### config.mk
export PLATFORM = sky130hd
export DESIGN_NAME = block_move_sequencer
export DESIGN_NICKNAME = d
export VERILOG_FILES = /design/src/rtl/block_move_pkg.sv /design/src/rtl/block_move_sequencer.sv /design/src/rtl/move_fifo.sv
export SDC_FILE = /design/constraint.sdc
export NUM_CORES = 1
export LEC_CHECK = 0
export ABC_CLOCK_PERIOD_IN_PS = 5300
export BUFFER_PORTS_ARGS = -buffer_cell sky130_fd_sc_hd__clkbuf_2
export CORE_MARGIN = 1.5
export CORE_UTILIZATION = 59
export DETAILED_ROUTE_END_ITERATION = 12
export PLACE_DENSITY = 0.77
export SYNTH_ARGS = -nofsm -noshare
export SYNTH_HDL_FRONTEND = slang
export SYNTH_SLANG_ARGS = --single-unit
### constraint.sdc
create_clock -name sys_clk -period 5.3 [get_ports sys_clk]
set_input_delay 1.06 -clock sys_clk [delete_from_list [all_inputs] [get_ports sys_clk]]
set_output_delay 1.06 -clock sys_clk [all_outputs]
set_load 0.01 [all_outputs]
### src/rtl/block_move_pkg.sv
// block_move_pkg: shared constants and carrier types for the block move sequencer
// assumes a byte-wide memory port with request/grant handshake on the processor clock
package block_move_pkg;

  localparam int ADDR_W = 16;
  localparam int DATA_W = 8;
  localparam int CNT_W = 16;
  localparam int FIFO_W = 8;
  localparam int FIFO_DEPTH = 16;

  // fixed state overhead and per-byte cost, in processor states
  localparam int FIXED_STATES = 8;
  localparam int STATES_PER_BYTE = 4;
  // one read and one write per byte; the read holds the bus for one state, the write for two
  localparam logic [1:0] BYTE_PHASE_LAST = 2'h3;
  localparam logic [3:0] OVERHEAD_LAST = 4'h7;

  localparam logic [ADDR_W-1:0] PTR_RESET = 16'h0000;
  localparam logic [CNT_W-1:0] CNT_RESET = 16'h0000;
  localparam logic [CNT_W-1:0] CNT_ZERO = 16'h0000;

  typedef enum logic [2:0] {
    ST_IDLE = 3'b000,
    ST_LEAD = 3'b001,
    ST_READ = 3'b010,
    ST_WRITE = 3'b011,
    ST_PAD = 3'b100,
    ST_DONE = 3'b101
  } move_state_t;

  typedef struct packed {
    logic [ADDR_W-1:0] addr;
    logic [DATA_W-1:0] wdata;
    logic we;
    logic req;
  } mem_req_t;

  typedef struct packed {
    logic word_form;
    logic [ADDR_W-1:0] src;
    logic [ADDR_W-1:0] dst;
    logic [CNT_W-1:0] count;
  } move_cmd_t;

  typedef struct packed {
    logic [ADDR_W-1:0] src;
    logic [ADDR_W-1:0] dst;
    logic [CNT_W-1:0] count;
  } move_result_t;

  function automatic logic [CNT_W-1:0] active_count(input logic word_form, input logic [CNT_W-1:0] cnt);
    active_count = word_form ? cnt : {8'h00, cnt[7:0]};
  endfunction

endpackage

### src/rtl/block_move_sequencer.sv
// block_move_sequencer: executes the block move instruction as byte reads and writes
// assumes the decoder pulses start with pointers and count, and a memory port with req/gnt
// Function
// - per byte: read at source, write at destination, each pointer bumped by one on its own access's grant
// - byte form: decrement 8-bit low count per byte, stop at zero, zero means skip
// - word form: same with full 16-bit count register
// - on-chip timing: 8 states plus 4 states per byte moved
// - slow peripheral sync stretches states, so state count varies with its phase
`timescale 1ns/1ps
module block_move_sequencer
  import block_move_pkg::*;
(
  input wire logic sys_clk,
  input wire logic nrst,
  input wire logic clk_en,
  input wire logic start,
  input wire move_cmd_t cmd,
  output logic busy,
  output logic done,
  output move_result_t result,
  output mem_req_t mem_req,
  input wire logic mem_gnt,
  input wire logic [DATA_W-1:0] mem_rdata,
  input wire logic slow_sync,
  input wire logic [7:0] flags_in,
  output logic [7:0] flags_out
);

  typedef struct packed {
    move_state_t state;
    logic word_form;
    logic [ADDR_W-1:0] src;
    logic [ADDR_W-1:0] dst;
    logic [CNT_W-1:0] count;
    logic [CNT_W-1:0] reads_left;
    logic [3:0] lead;
    logic [1:0] phase;
    logic done;
    mem_req_t req;
    move_result_t res;
  } seq_state_t;

  seq_state_t st_ff;
  seq_state_t nxt_st;
  logic rst_meta_ff;
  logic rst_sync_ff;
  logic sync_meta_ff;
  logic sync_ff;
  logic rd_fire;
  logic wr_fire;
  logic fifo_in_ready;
  logic fifo_out_valid;
  logic [DATA_W-1:0] fifo_out_data;
  logic stretch;

  localparam seq_state_t SEQ_RESET = '{
    state: ST_IDLE,
    word_form: 1'b0,
    src: PTR_RESET,
    dst: PTR_RESET,
    count: CNT_RESET,
    reads_left: CNT_RESET,
    lead: 4'h0,
    phase: 2'h0,
    done: 1'b0,
    req: '0,
    res: '{src: PTR_RESET, dst: PTR_RESET, count: CNT_RESET}
  };

  // read request at the given pointer; issued from three states
  function automatic mem_req_t read_req(input logic [ADDR_W-1:0] ptr);
    read_req = '{addr: ptr, wdata: '0, we: 1'b0, req: 1'b1};
  endfunction

  // pointers wrap at the top of the 16-bit space, as the registers do
  function automatic logic [ADDR_W-1:0] step_up(input logic [ADDR_W-1:0] v);
    step_up = v + 16'h0001;
  endfunction

  function automatic logic [CNT_W-1:0] step_down(input logic [CNT_W-1:0] v);
    step_down = v - 16'h0001;
  endfunction

  always_ff @(posedge sys_clk or negedge nrst) begin
    if (!nrst) begin
      rst_meta_ff <= 1'b0;
      rst_sync_ff <= 1'b0;
    end else begin
      rst_meta_ff <= 1'b1;
      rst_sync_ff <= rst_meta_ff;
    end
  end

  // peripheral clock wait comes from another domain
  always_ff @(posedge sys_clk or negedge rst_sync_ff) begin
    if (!rst_sync_ff) begin
      sync_meta_ff <= 1'b0;
      sync_ff <= 1'b0;
    end else if (clk_en) begin
      sync_meta_ff <= slow_sync;
      sync_ff <= sync_meta_ff;
    end
  end

  assign stretch = sync_ff;
  assign rd_fire = st_ff.state == ST_READ && st_ff.req.req && mem_gnt && !st_ff.req.we;
  assign wr_fire = st_ff.state == ST_WRITE && st_ff.req.req && mem_gnt && st_ff.req.we;

  // read data lands in the FIFO; write side drains it, so a stalled write backs up reads
  move_fifo #(
    .WIDTH(FIFO_W),
    .DEPTH(FIFO_DEPTH)
  ) u_fifo (
    .sys_clk(sys_clk),
    .rst_n(rst_sync_ff),
    .clk_en(clk_en),
    .in_valid(rd_fire),
    .in_ready(fifo_in_ready),
    .in_data(mem_rdata),
    .out_valid(fifo_out_valid),
    .out_ready(wr_fire),
    .out_data(fifo_out_data)
  );

  always_comb begin
    nxt_st = st_ff;
    nxt_st.done = 1'b0;
    case (st_ff.state)
      ST_IDLE: begin
        nxt_st.req = '0;
        if (start) begin
          nxt_st.word_form = cmd.word_form;
          nxt_st.src = cmd.src;
          nxt_st.dst = cmd.dst;
          nxt_st.count = cmd.count;
          nxt_st.reads_left = active_count(cmd.word_form, cmd.count);
          nxt_st.lead = '0;
          nxt_st.state = ST_LEAD;
        end
      end
      ST_LEAD: begin
        // fixed overhead counted once per instruction
        if (!stretch) begin
          nxt_st.lead = st_ff.lead + 4'h1;
        end
        if (st_ff.lead == OVERHEAD_LAST && !stretch) begin
          if (st_ff.reads_left == CNT_ZERO) begin
            nxt_st.state = ST_DONE;
          end else begin
            nxt_st.phase = '0;
            nxt_st.state = ST_READ;
            nxt_st.req = read_req(st_ff.src);
          end
        end
      end
      ST_READ: begin
        if (!st_ff.req.req && fifo_in_ready && !stretch) begin
          nxt_st.req = read_req(st_ff.src);
        end
        if (rd_fire) begin
          nxt_st.req.req = 1'b0;
          nxt_st.src = step_up(st_ff.src);
          nxt_st.reads_left = step_down(st_ff.reads_left);
          nxt_st.state = ST_WRITE;
        end
      end
      ST_WRITE: begin
        if (!st_ff.req.req && fifo_out_valid && !stretch) begin
          nxt_st.req = '{addr: st_ff.dst, wdata: fifo_out_data, we: 1'b1, req: 1'b1};
        end
        if (wr_fire) begin
          nxt_st.req = '0;
          nxt_st.dst = step_up(st_ff.dst);
          if (st_ff.word_form) begin
            nxt_st.count = step_down(st_ff.count);
          end else begin
            nxt_st.count[7:0] = st_ff.count[7:0] - 8'h01;
          end
          // read, write issue and write grant already used three of the byte's four states
          nxt_st.phase = BYTE_PHASE_LAST;
          nxt_st.state = ST_PAD;
        end
      end
      ST_PAD: begin
        // pads each byte to its four states; stretched while the slow clock holds off
        if (!stretch) begin
          nxt_st.phase = st_ff.phase + 2'h1;
        end
        if (st_ff.phase == BYTE_PHASE_LAST && !stretch) begin
          if (st_ff.reads_left == CNT_ZERO) begin
            nxt_st.state = ST_DONE;
          end else begin
            nxt_st.state = ST_READ;
            nxt_st.req = read_req(st_ff.src);
          end
        end
      end
      ST_DONE: begin
        nxt_st.res = '{src: st_ff.src, dst: st_ff.dst, count: st_ff.count};
        nxt_st.done = 1'b1;
        nxt_st.state = ST_IDLE;
      end
      default: begin
        nxt_st.state = ST_IDLE;
      end
    endcase
  end

  always_ff @(posedge sys_clk or negedge rst_sync_ff) begin
    if (!rst_sync_ff) begin
      st_ff <= SEQ_RESET;
    end else if (clk_en) begin
      st_ff <= nxt_st;
    end
  end

  assign busy = st_ff.state != ST_IDLE;
  assign done = st_ff.done;
  assign result = st_ff.res;
  assign mem_req = st_ff.req;
  assign flags_out = flags_in;

endmodule // block_move_sequencer

### src/rtl/move_fifo.sv
// move_fifo: synchronous FIFO holding bytes between the read and write halves of a move
// assumes one clock; reset and clock enable come from the parent
`timescale 1ns/1ps
module move_fifo
  import block_move_pkg::*;
#(
  parameter int WIDTH = FIFO_W,
  parameter int DEPTH = FIFO_DEPTH
) (
  input wire logic sys_clk,
  input wire logic rst_n,
  input wire logic clk_en,
  input wire logic in_valid,
  output logic in_ready,
  input wire logic [WIDTH-1:0] in_data,
  output logic out_valid,
  input wire logic out_ready,
  output logic [WIDTH-1:0] out_data
);

  localparam int PW = $clog2(DEPTH);

  typedef struct packed {
    logic [PW:0] wptr;
    logic [PW:0] rptr;
  } fifo_state_t;

  fifo_state_t st_ff;
  fifo_state_t nxt_st;
  logic [WIDTH-1:0] mem_ff [DEPTH];
  logic push;
  logic pop;

  assign in_ready = (st_ff.wptr - st_ff.rptr) != (PW+1)'(DEPTH);
  assign out_valid = st_ff.wptr != st_ff.rptr;
  assign out_data = mem_ff[st_ff.rptr[PW-1:0]];
  assign push = in_valid && in_ready && clk_en;
  assign pop = out_valid && out_ready && clk_en;

  always_comb begin
    nxt_st = st_ff;
    if (push) begin
      nxt_st.wptr = st_ff.wptr + 1'b1;
    end
    if (pop) begin
      nxt_st.rptr = st_ff.rptr + 1'b1;
    end
  end

  always_ff @(posedge sys_clk or negedge rst_n) begin
    if (!rst_n) begin
      st_ff <= '0;
    end else begin
      st_ff <= nxt_st;
    end
  end

  // storage needs no reset; only the pointers decide what is visible
  always_ff @(posedge sys_clk) begin
    if (push) begin
      mem_ff[st_ff.wptr[PW-1:0]] <= in_data;
    end
  end

endmodule // move_fifo
# --- Yosys cells after proc, flatten, opt, wreduce, memory -nomap -nowiden ---
# Memories as Yosys holds them, arrays and structs flattened.
# Index checks and enable logic that the tools add are counted.
classes:
  add_sub_neg: 10
  eq_ne: 21
  muxes: 34
  n_reduce_logical: 37
op_table:
  columns: ["cell", "count"]
  rows:
  - ["26-bit two-way mux", 6]
  - ["26-bit case mux with 5 select lines", 1]
  - ["72-bit two-way mux", 1]
  - ["16-bit case mux with 2 select lines", 2]
  - ["32-bit case mux with 2 select lines", 1]
  - ["16-bit two-way mux", 3]
  - ["16-bit by 1-bit adder with 16-bit output (second input constant)", 2]
  - ["32-bit two-way mux", 1]
  - ["16-bit by 1-bit subtractor with 16-bit output (second input constant)", 2]
  - ["6-bit AND reduction", 4]
  - ["1-bit logical AND", 16]
  - ["16-bit logical NOT", 1]
  - ["8-bit two-way mux", 2]
  - ["3-bit two-way mux", 5]
  - ["3-bit case mux with 5 select lines", 1]
  - ["2-bit inequality test (second input constant)", 7]
  - ["4-bit AND reduction", 3]
  - ["5-bit by 1-bit adder with 5-bit output (second input constant)", 2]
  - ["2-bit two-way mux", 4]
  - ["4-bit case mux with 2 select lines", 1]
  - ["8-bit by 1-bit subtractor with 8-bit output (second input constant)", 1]
  - ["3-bit by 2-bit equality test with 1-bit output (second input constant)", 2]
  - ["3-bit equality test (second input constant)", 2]
  - ["2-bit by 1-bit inequality test with 1-bit output (second input constant)", 3]
  - ["20 further kinds", 29]
word_totals:
  reg_bits: 163
  ramBits: 128
  in_bits: 71
  wordCells: 126
  mem_count: 1
memory_table:
  columns: ["name", "words", "width", "rd", "rd_clocked_by_memory_dff", "wr", "line_no", "text"]
  rows:
  - ["u_fifo.mem_ff", 16, 8, 1, 0, 1, "move_fifo.sv:30", "logic [WIDTH-1:0] mem_ff [DEPTH];"]

# --- Longest topological paths before layout ---
depth:
  ltp_word: 8
  ltp_mapped: 11

# --- By module ---
# A second synthesis with hierarchy kept.
hier_totals:
  hier_cells: 1204
  area_unflattened_um2: 14468.9
by_module_without_submodules:
  columns: ["module", "n_inst", "cells_each", "area_per_inst_um2", "seq_area_each_um2"]
  rows:
  - ["block_move_sequencer", 1, 887, 8650.8, 3828.7]
  - ["move_fifo", 1, 317, 5818.1, 4093.9]

# --- Worst setup path after synthesis ---
# No wires, ideal clock.
synth_path:
  kind: "reg-to-reg"
  from: "reg u_fifo.st_ff[2] in the netlist's numbering"
  to: "mem u_fifo.mem_ff[3][0] in the netlist's numbering (enable)"
  setup_ps: 383
  arrival_ps: 2947
  t_required_ps: 4917
  path_slack_ps: 1970
  stages_incl_launch_ff: 11
  n_path_buf: 2
  cell_sequence: "dfrtp_1 > clkbuf_1 > buf_1 > inv_1 > ha_1 > nor2b_1 > a221oi_1 > xor2_1 > nand4b_2 > nand3_1 > nor3_1"
synth_between:
  elab_chain_cells: 6
synth_lines:
  columns: ["element", "line_no", "text"]
  rows:
  - ["start: declaration", "move_fifo.sv:28", "fifo_state_t st_ff;"]
  - ["start signal: assignment", "move_fifo.sv:54", "st_ff <= nxt_st;"]
  - ["5-bit subtractor", "move_fifo.sv:34", "assign in_ready = (st_ff.wptr - st_ff.rptr) != (PW+1)'(DEPTH);"]
  - ["5-bit inequality test", "move_fifo.sv:34", null]
  - ["1-bit logical AND (2 in series)", "move_fifo.sv:37", "assign push = in_valid && in_ready && clk_en;"]
  - ["1-bit two-way mux", "move_fifo.sv:60", "if (push) begin"]
  - ["1-bit two-way mux (not written as such)", "move_fifo.sv:61", "mem_ff[st_ff.wptr[PW-1:0]] <= in_data;"]
  - ["end: declaration", "move_fifo.sv:30", null]
# Every way passes these cells.

# --- Worst setup path in the final report ---
layout_path:
  from: "reg u_fifo.st_ff[2] in the netlist's numbering"
  to: "reg st_ff, in the netlist mem_req[11]"
layout_between:
  elab_chain_cells: 6
layout_lines:
  columns: ["element", "line_no", "text"]
  rows:
  - ["5-bit subtractor", "move_fifo.sv:34", null]
  - ["5-bit inequality test", "move_fifo.sv:34", null]
  - ["1-bit logical AND (2 in series)", "block_move_sequencer.sv:157", "if (!st_ff.req.req && fifo_in_ready && !stretch) begin"]
  - ["2-bit by 1-bit inequality test with 1-bit output (no source line)", null, null]
  - ["6-bit AND reduction (no source line) *", null, null]
  - ["end signal: assignment", "block_move_sequencer.sv:213", "st_ff <= nxt_st;"]
  - ["end: declaration", "block_move_sequencer.sv:43", "seq_state_t st_ff;"]
# Every way passes the cells marked *; elsewhere a longest branch is shown, timed or not.
# A chain may end at the register's enable or synchronous reset.

==> impl_metrics.sql <==
INSERT INTO impl_metrics (metric_group, metric, value, unit) VALUES
('yosys', 'ys_seq_area_share', '56.4', '%'),
('critical_path', 'crit_path_start_kind', 'register', ''),
('sta', 'worst_slew_margin_rel', '22.7', '%'),
('critical_path', 'critPathArrivalTime', '4030', 'ps'),
('clocking', 'cts.htree.levels', '1', ''),
('critical_path', 'worst-setup-path-type', 'reg -> reg', ''),
('place', 'dp_hpwl', '21900', 'microns'),
('pwr', 'leakagePower', '0.00634', 'uW'),
('yosys', 'asyncSetResetFlopFracSynth', '56.0', '%'),
('sta', 'achievable-frequency', '278', 'MHz'),
('yosys', 'syn_avg_cell_area', '11.7', 'sq um'),
('finish', 'fillerInstances', '1772', ''),
('yosys', 'post_synth_inst_count', '1195', ''),
('clocking', 'clkLatencyLatePin', '550', 'ps'),
('sta', 'fin_crit', '3590', 'ps'),
('yosys', 'yosys_register_bits', '291', ''),
('global_route', 'antenna_found_initial', '0', ''),
('clocking', 'ctsResizeCount', '0', ''),
('route', 'detail_route.first_pass.iterations', '5', ''),
('clocking', 'cts-buffers-inserted', '31', ''),
('place', 'pre_cts_slack', '1720', 'ps'),
('sta', 'rsz0062_at_grt', 'false', ''),
('floorplan', 'fp.coreArea', '23400', 'sq um'),
('place', 'rd_place_congestion', '0.887', ''),
('floorplan', 'fp.dieW', '157', 'microns'),
('job', 'maxCapViolCount', '0', ''),
('finish', 'postLayoutCellArea', '15400', 'sq um'),
('global_route', 'first_global_vias', '9214', ''),
('clocking', 'cts.reportedPaths.clkPinSlew', '60', 'ps'),
('route', 'routed_wire_length_per_instance', '20.9', 'microns'),
('sta', 'drv_slew', '0', ''),
('critical_path', 'cp_max_delay_cell', 'o211ai_4', ''),
('global_route', 'pin_count_of_the_biggest_net_entering_global_routing', '59', ''),
('route', 'wl', '32900', 'microns'),
('route', 'number_of_remaining_drc_errors', '0', ''),
('pwr', 'ir_drop', '0.349', 'mV'),
('outcome', 'outcome', 'complete, no violations', ''),
('critical_path', 'worst_ep_required_time', '5730', 'ps'),
('sta', 'layout_worst_path_cycle_share', '67.8', '%'),
('pwr', 'power-per-cell-area', '545', 'nW/um^2'),
('floorplan', 'floorplan.initialDensity', '60.0', '%'),
('global_route', 'global_route.usage.total', '26.6', '%'),
('yosys', 'yosysUniqueCellTypes', '66', ''),
('yosys', 'yosys.area.top_type', 'dfrtp_1', ''),
('place', 'placement.cell_area', '14400', 'sq um'),
('floorplan', 'floorplan.io_pins', '155', ''),
('clocking', 'clock_sinks', '291', ''),
('sta', 'finalHoldViolCount', '0', ''),
('route', 'drt.antenna.violating_nets', '0', ''),
('sta', 'setup_viol', '0', ''),
('yosys', 'most_used_dff_post_synth', 'dfrtp_1', ''),
('global_route', 'grt_first_pass_wirelength', '50600', 'microns'),
('critical_path', 'worst-path-buf-inv', '2', ''),
('yosys', 'syn-cell-area', '14000', 'sq um'),
('sta', 'setup_slack', '1710', 'ps'),
('critical_path', 'crit_start', 'u_fifo.st_ff[2]', ''),
('clocking', 'post_cts.repair.setup_buffers', '0', ''),
('critical_path', 'ordered_cell_list_for_the_critical_path', 'buf_4, inv_1, ha_1, nor2b_1, a221oi_1, xor2_1, nand4b_2, o211ai_4, mux2_2', ''),
('clocking', 'tritoncts', 'yes', ''),
('yosys', 'synth_enable_flop_cells', '128', ''),
('clocking', 'cts_hold_buffers', '0', ''),
('finish', 'layout.nets', '1318', ''),
('route', 'routed_via_density', '6.24', ''),
('critical_path', 'end_kind', 'register', ''),
('finish', 'utilization', '65.6', '%'),
('finish', 'antenna_cells', '0', ''),
('yosys', 'ys_top_cells_by_area', 'dfrtp_1, edfxtp_1, buf_4', ''),
('sta', 'tns', '0', 'ps'),
('sta', 'hold-worst-slack', '284', 'ps'),
('finish', 'area_growth_syn_to_layout', '9.39', '%'),
('worst_hold_path', 'min_path_type', 'in -> async', '');
[per-layer routing]
layer	vias up	GRT usage, %	share of wire, %	routed length [microns]
met3	64	4.16	7.1	2330
met4	0	8.09	2.8	921
met2	447	45.2	50	16500
li1	4425	-	-	-
met1	4869	35.4	40	13200
met5	-	0	0	0
[flip-flops by register name, indices dropped and copies added (netlist names)]
register       flops
result            48
mem_req           26
rst_sync_ff        1
rst_meta_ff        1
st_ff             74
stretch            1
done               1
u_fifo.mem_ff    128
u_fifo.st_ff      10
sync_meta_ff       1
[report_power, final]
| part | internal (uW) | switching (uW) |
|---|---|---|
| logic | 1250 | 1580 |
| clock network | 1220 | 861 |
| registers | 2860 | 592 |
[final timing paths]
path	end	slack (ps)	cells past startpoint
max	mem_req[11]	1710	9
min	rst_sync_ff	280	1
max reg2reg	mem_req[11]	1710	9
min reg2reg	rst_sync_ff	350	0
max in group asynchronous	result[28]	3760	1
min in group sys_clk	rst_sync_ff	350	0
[kinds of logic after synthesis]
| family | Yosys count | share of synthesized area (%) |
|---|---|---|
| compound gates | 296 | 12.8 |
| xor+xnor | 14 | 0.873 |
| other cells | 1 | 0.0267 |
| buf+inv | 184 | 7.27 |
| mux | 107 | 11.1 |
| fa+ha+maj | 15 | 1.34 |
| flops | 291 | 56.4 |
| simple gates | 287 | 10.1 |
[layout make-up]
cell class / instances / area, sq um / area share (%)
clock buffer: 41 / 853 / 5.56
clock inverter: 12 / 119 / 0.774
inverter: 30 / 113 / 0.733
multi-input combinational: 720 / 5110 / 33.3
sequential: 291 / 7930 / 51.6
tap: 319 / 399 / 2.60
timing repair buffer: 158 / 841 / 5.47
[Yosys cell counts, drive strengths merged (27+ instances only)]
library cell    n
a21oi          76
a31oi          33
buf           103
clkbuf         51
dfrtp         163
edfxtp        128
inv            30
mux2           67
mux4           27
nand2          65
nand3          47
nor2           65
nor3           36
o21ai         108
[cell usage in the layout (no fill, tap or decap), types with 5 or more instances in the layout]
cell type    n
a22oi_1      7
buf_4       20
a32oi_1      5
clkbuf_2   138
nand2b_1     6
nor3_1      36
o21ai_0    104
nor3b_1      8
o22a_1       6
and3_1      10
a21oi_1     76
a31oi_1     33
nor2_1      65
ha_1        15
mux4_2      27
clkbuf_16   31
and2_1       9
nor2b_1      8
xor2_1       5
mux2i_1     13
clkbuf_1     6
mux2_4      19
inv_1       29
nor4_1       8
dfrtp_1    162
nand3_1     46
xnor2_1      9
edfxtp_1   128
a22o_1      14
o22ai_1      9
nand2_1     64
nand4_1     11
mux2_2      48
[worst reg2reg max path, cell delays in order, from the launching register on]
cell	delay [ps]
dfrtp_1	320
buf_4	270
inv_1	90
ha_1	370
nor2b_1	170
a221oi_1	280
xor2_1	210
nand4b_2	300
o211ai_4	1010
mux2_2	450
[per-stage QoR]
stage / cells / total power, uW
2_1_floorplan: 1195 / 5700
3_3_place_gp: 1518 / 6190
3_5_place_dp: 1518 / 6300
4_1_cts: 1571 / 8380
5_1_grt: 1571 / 8830
6_report: 1571 / 8370
(Power assumes the default switching activity.)
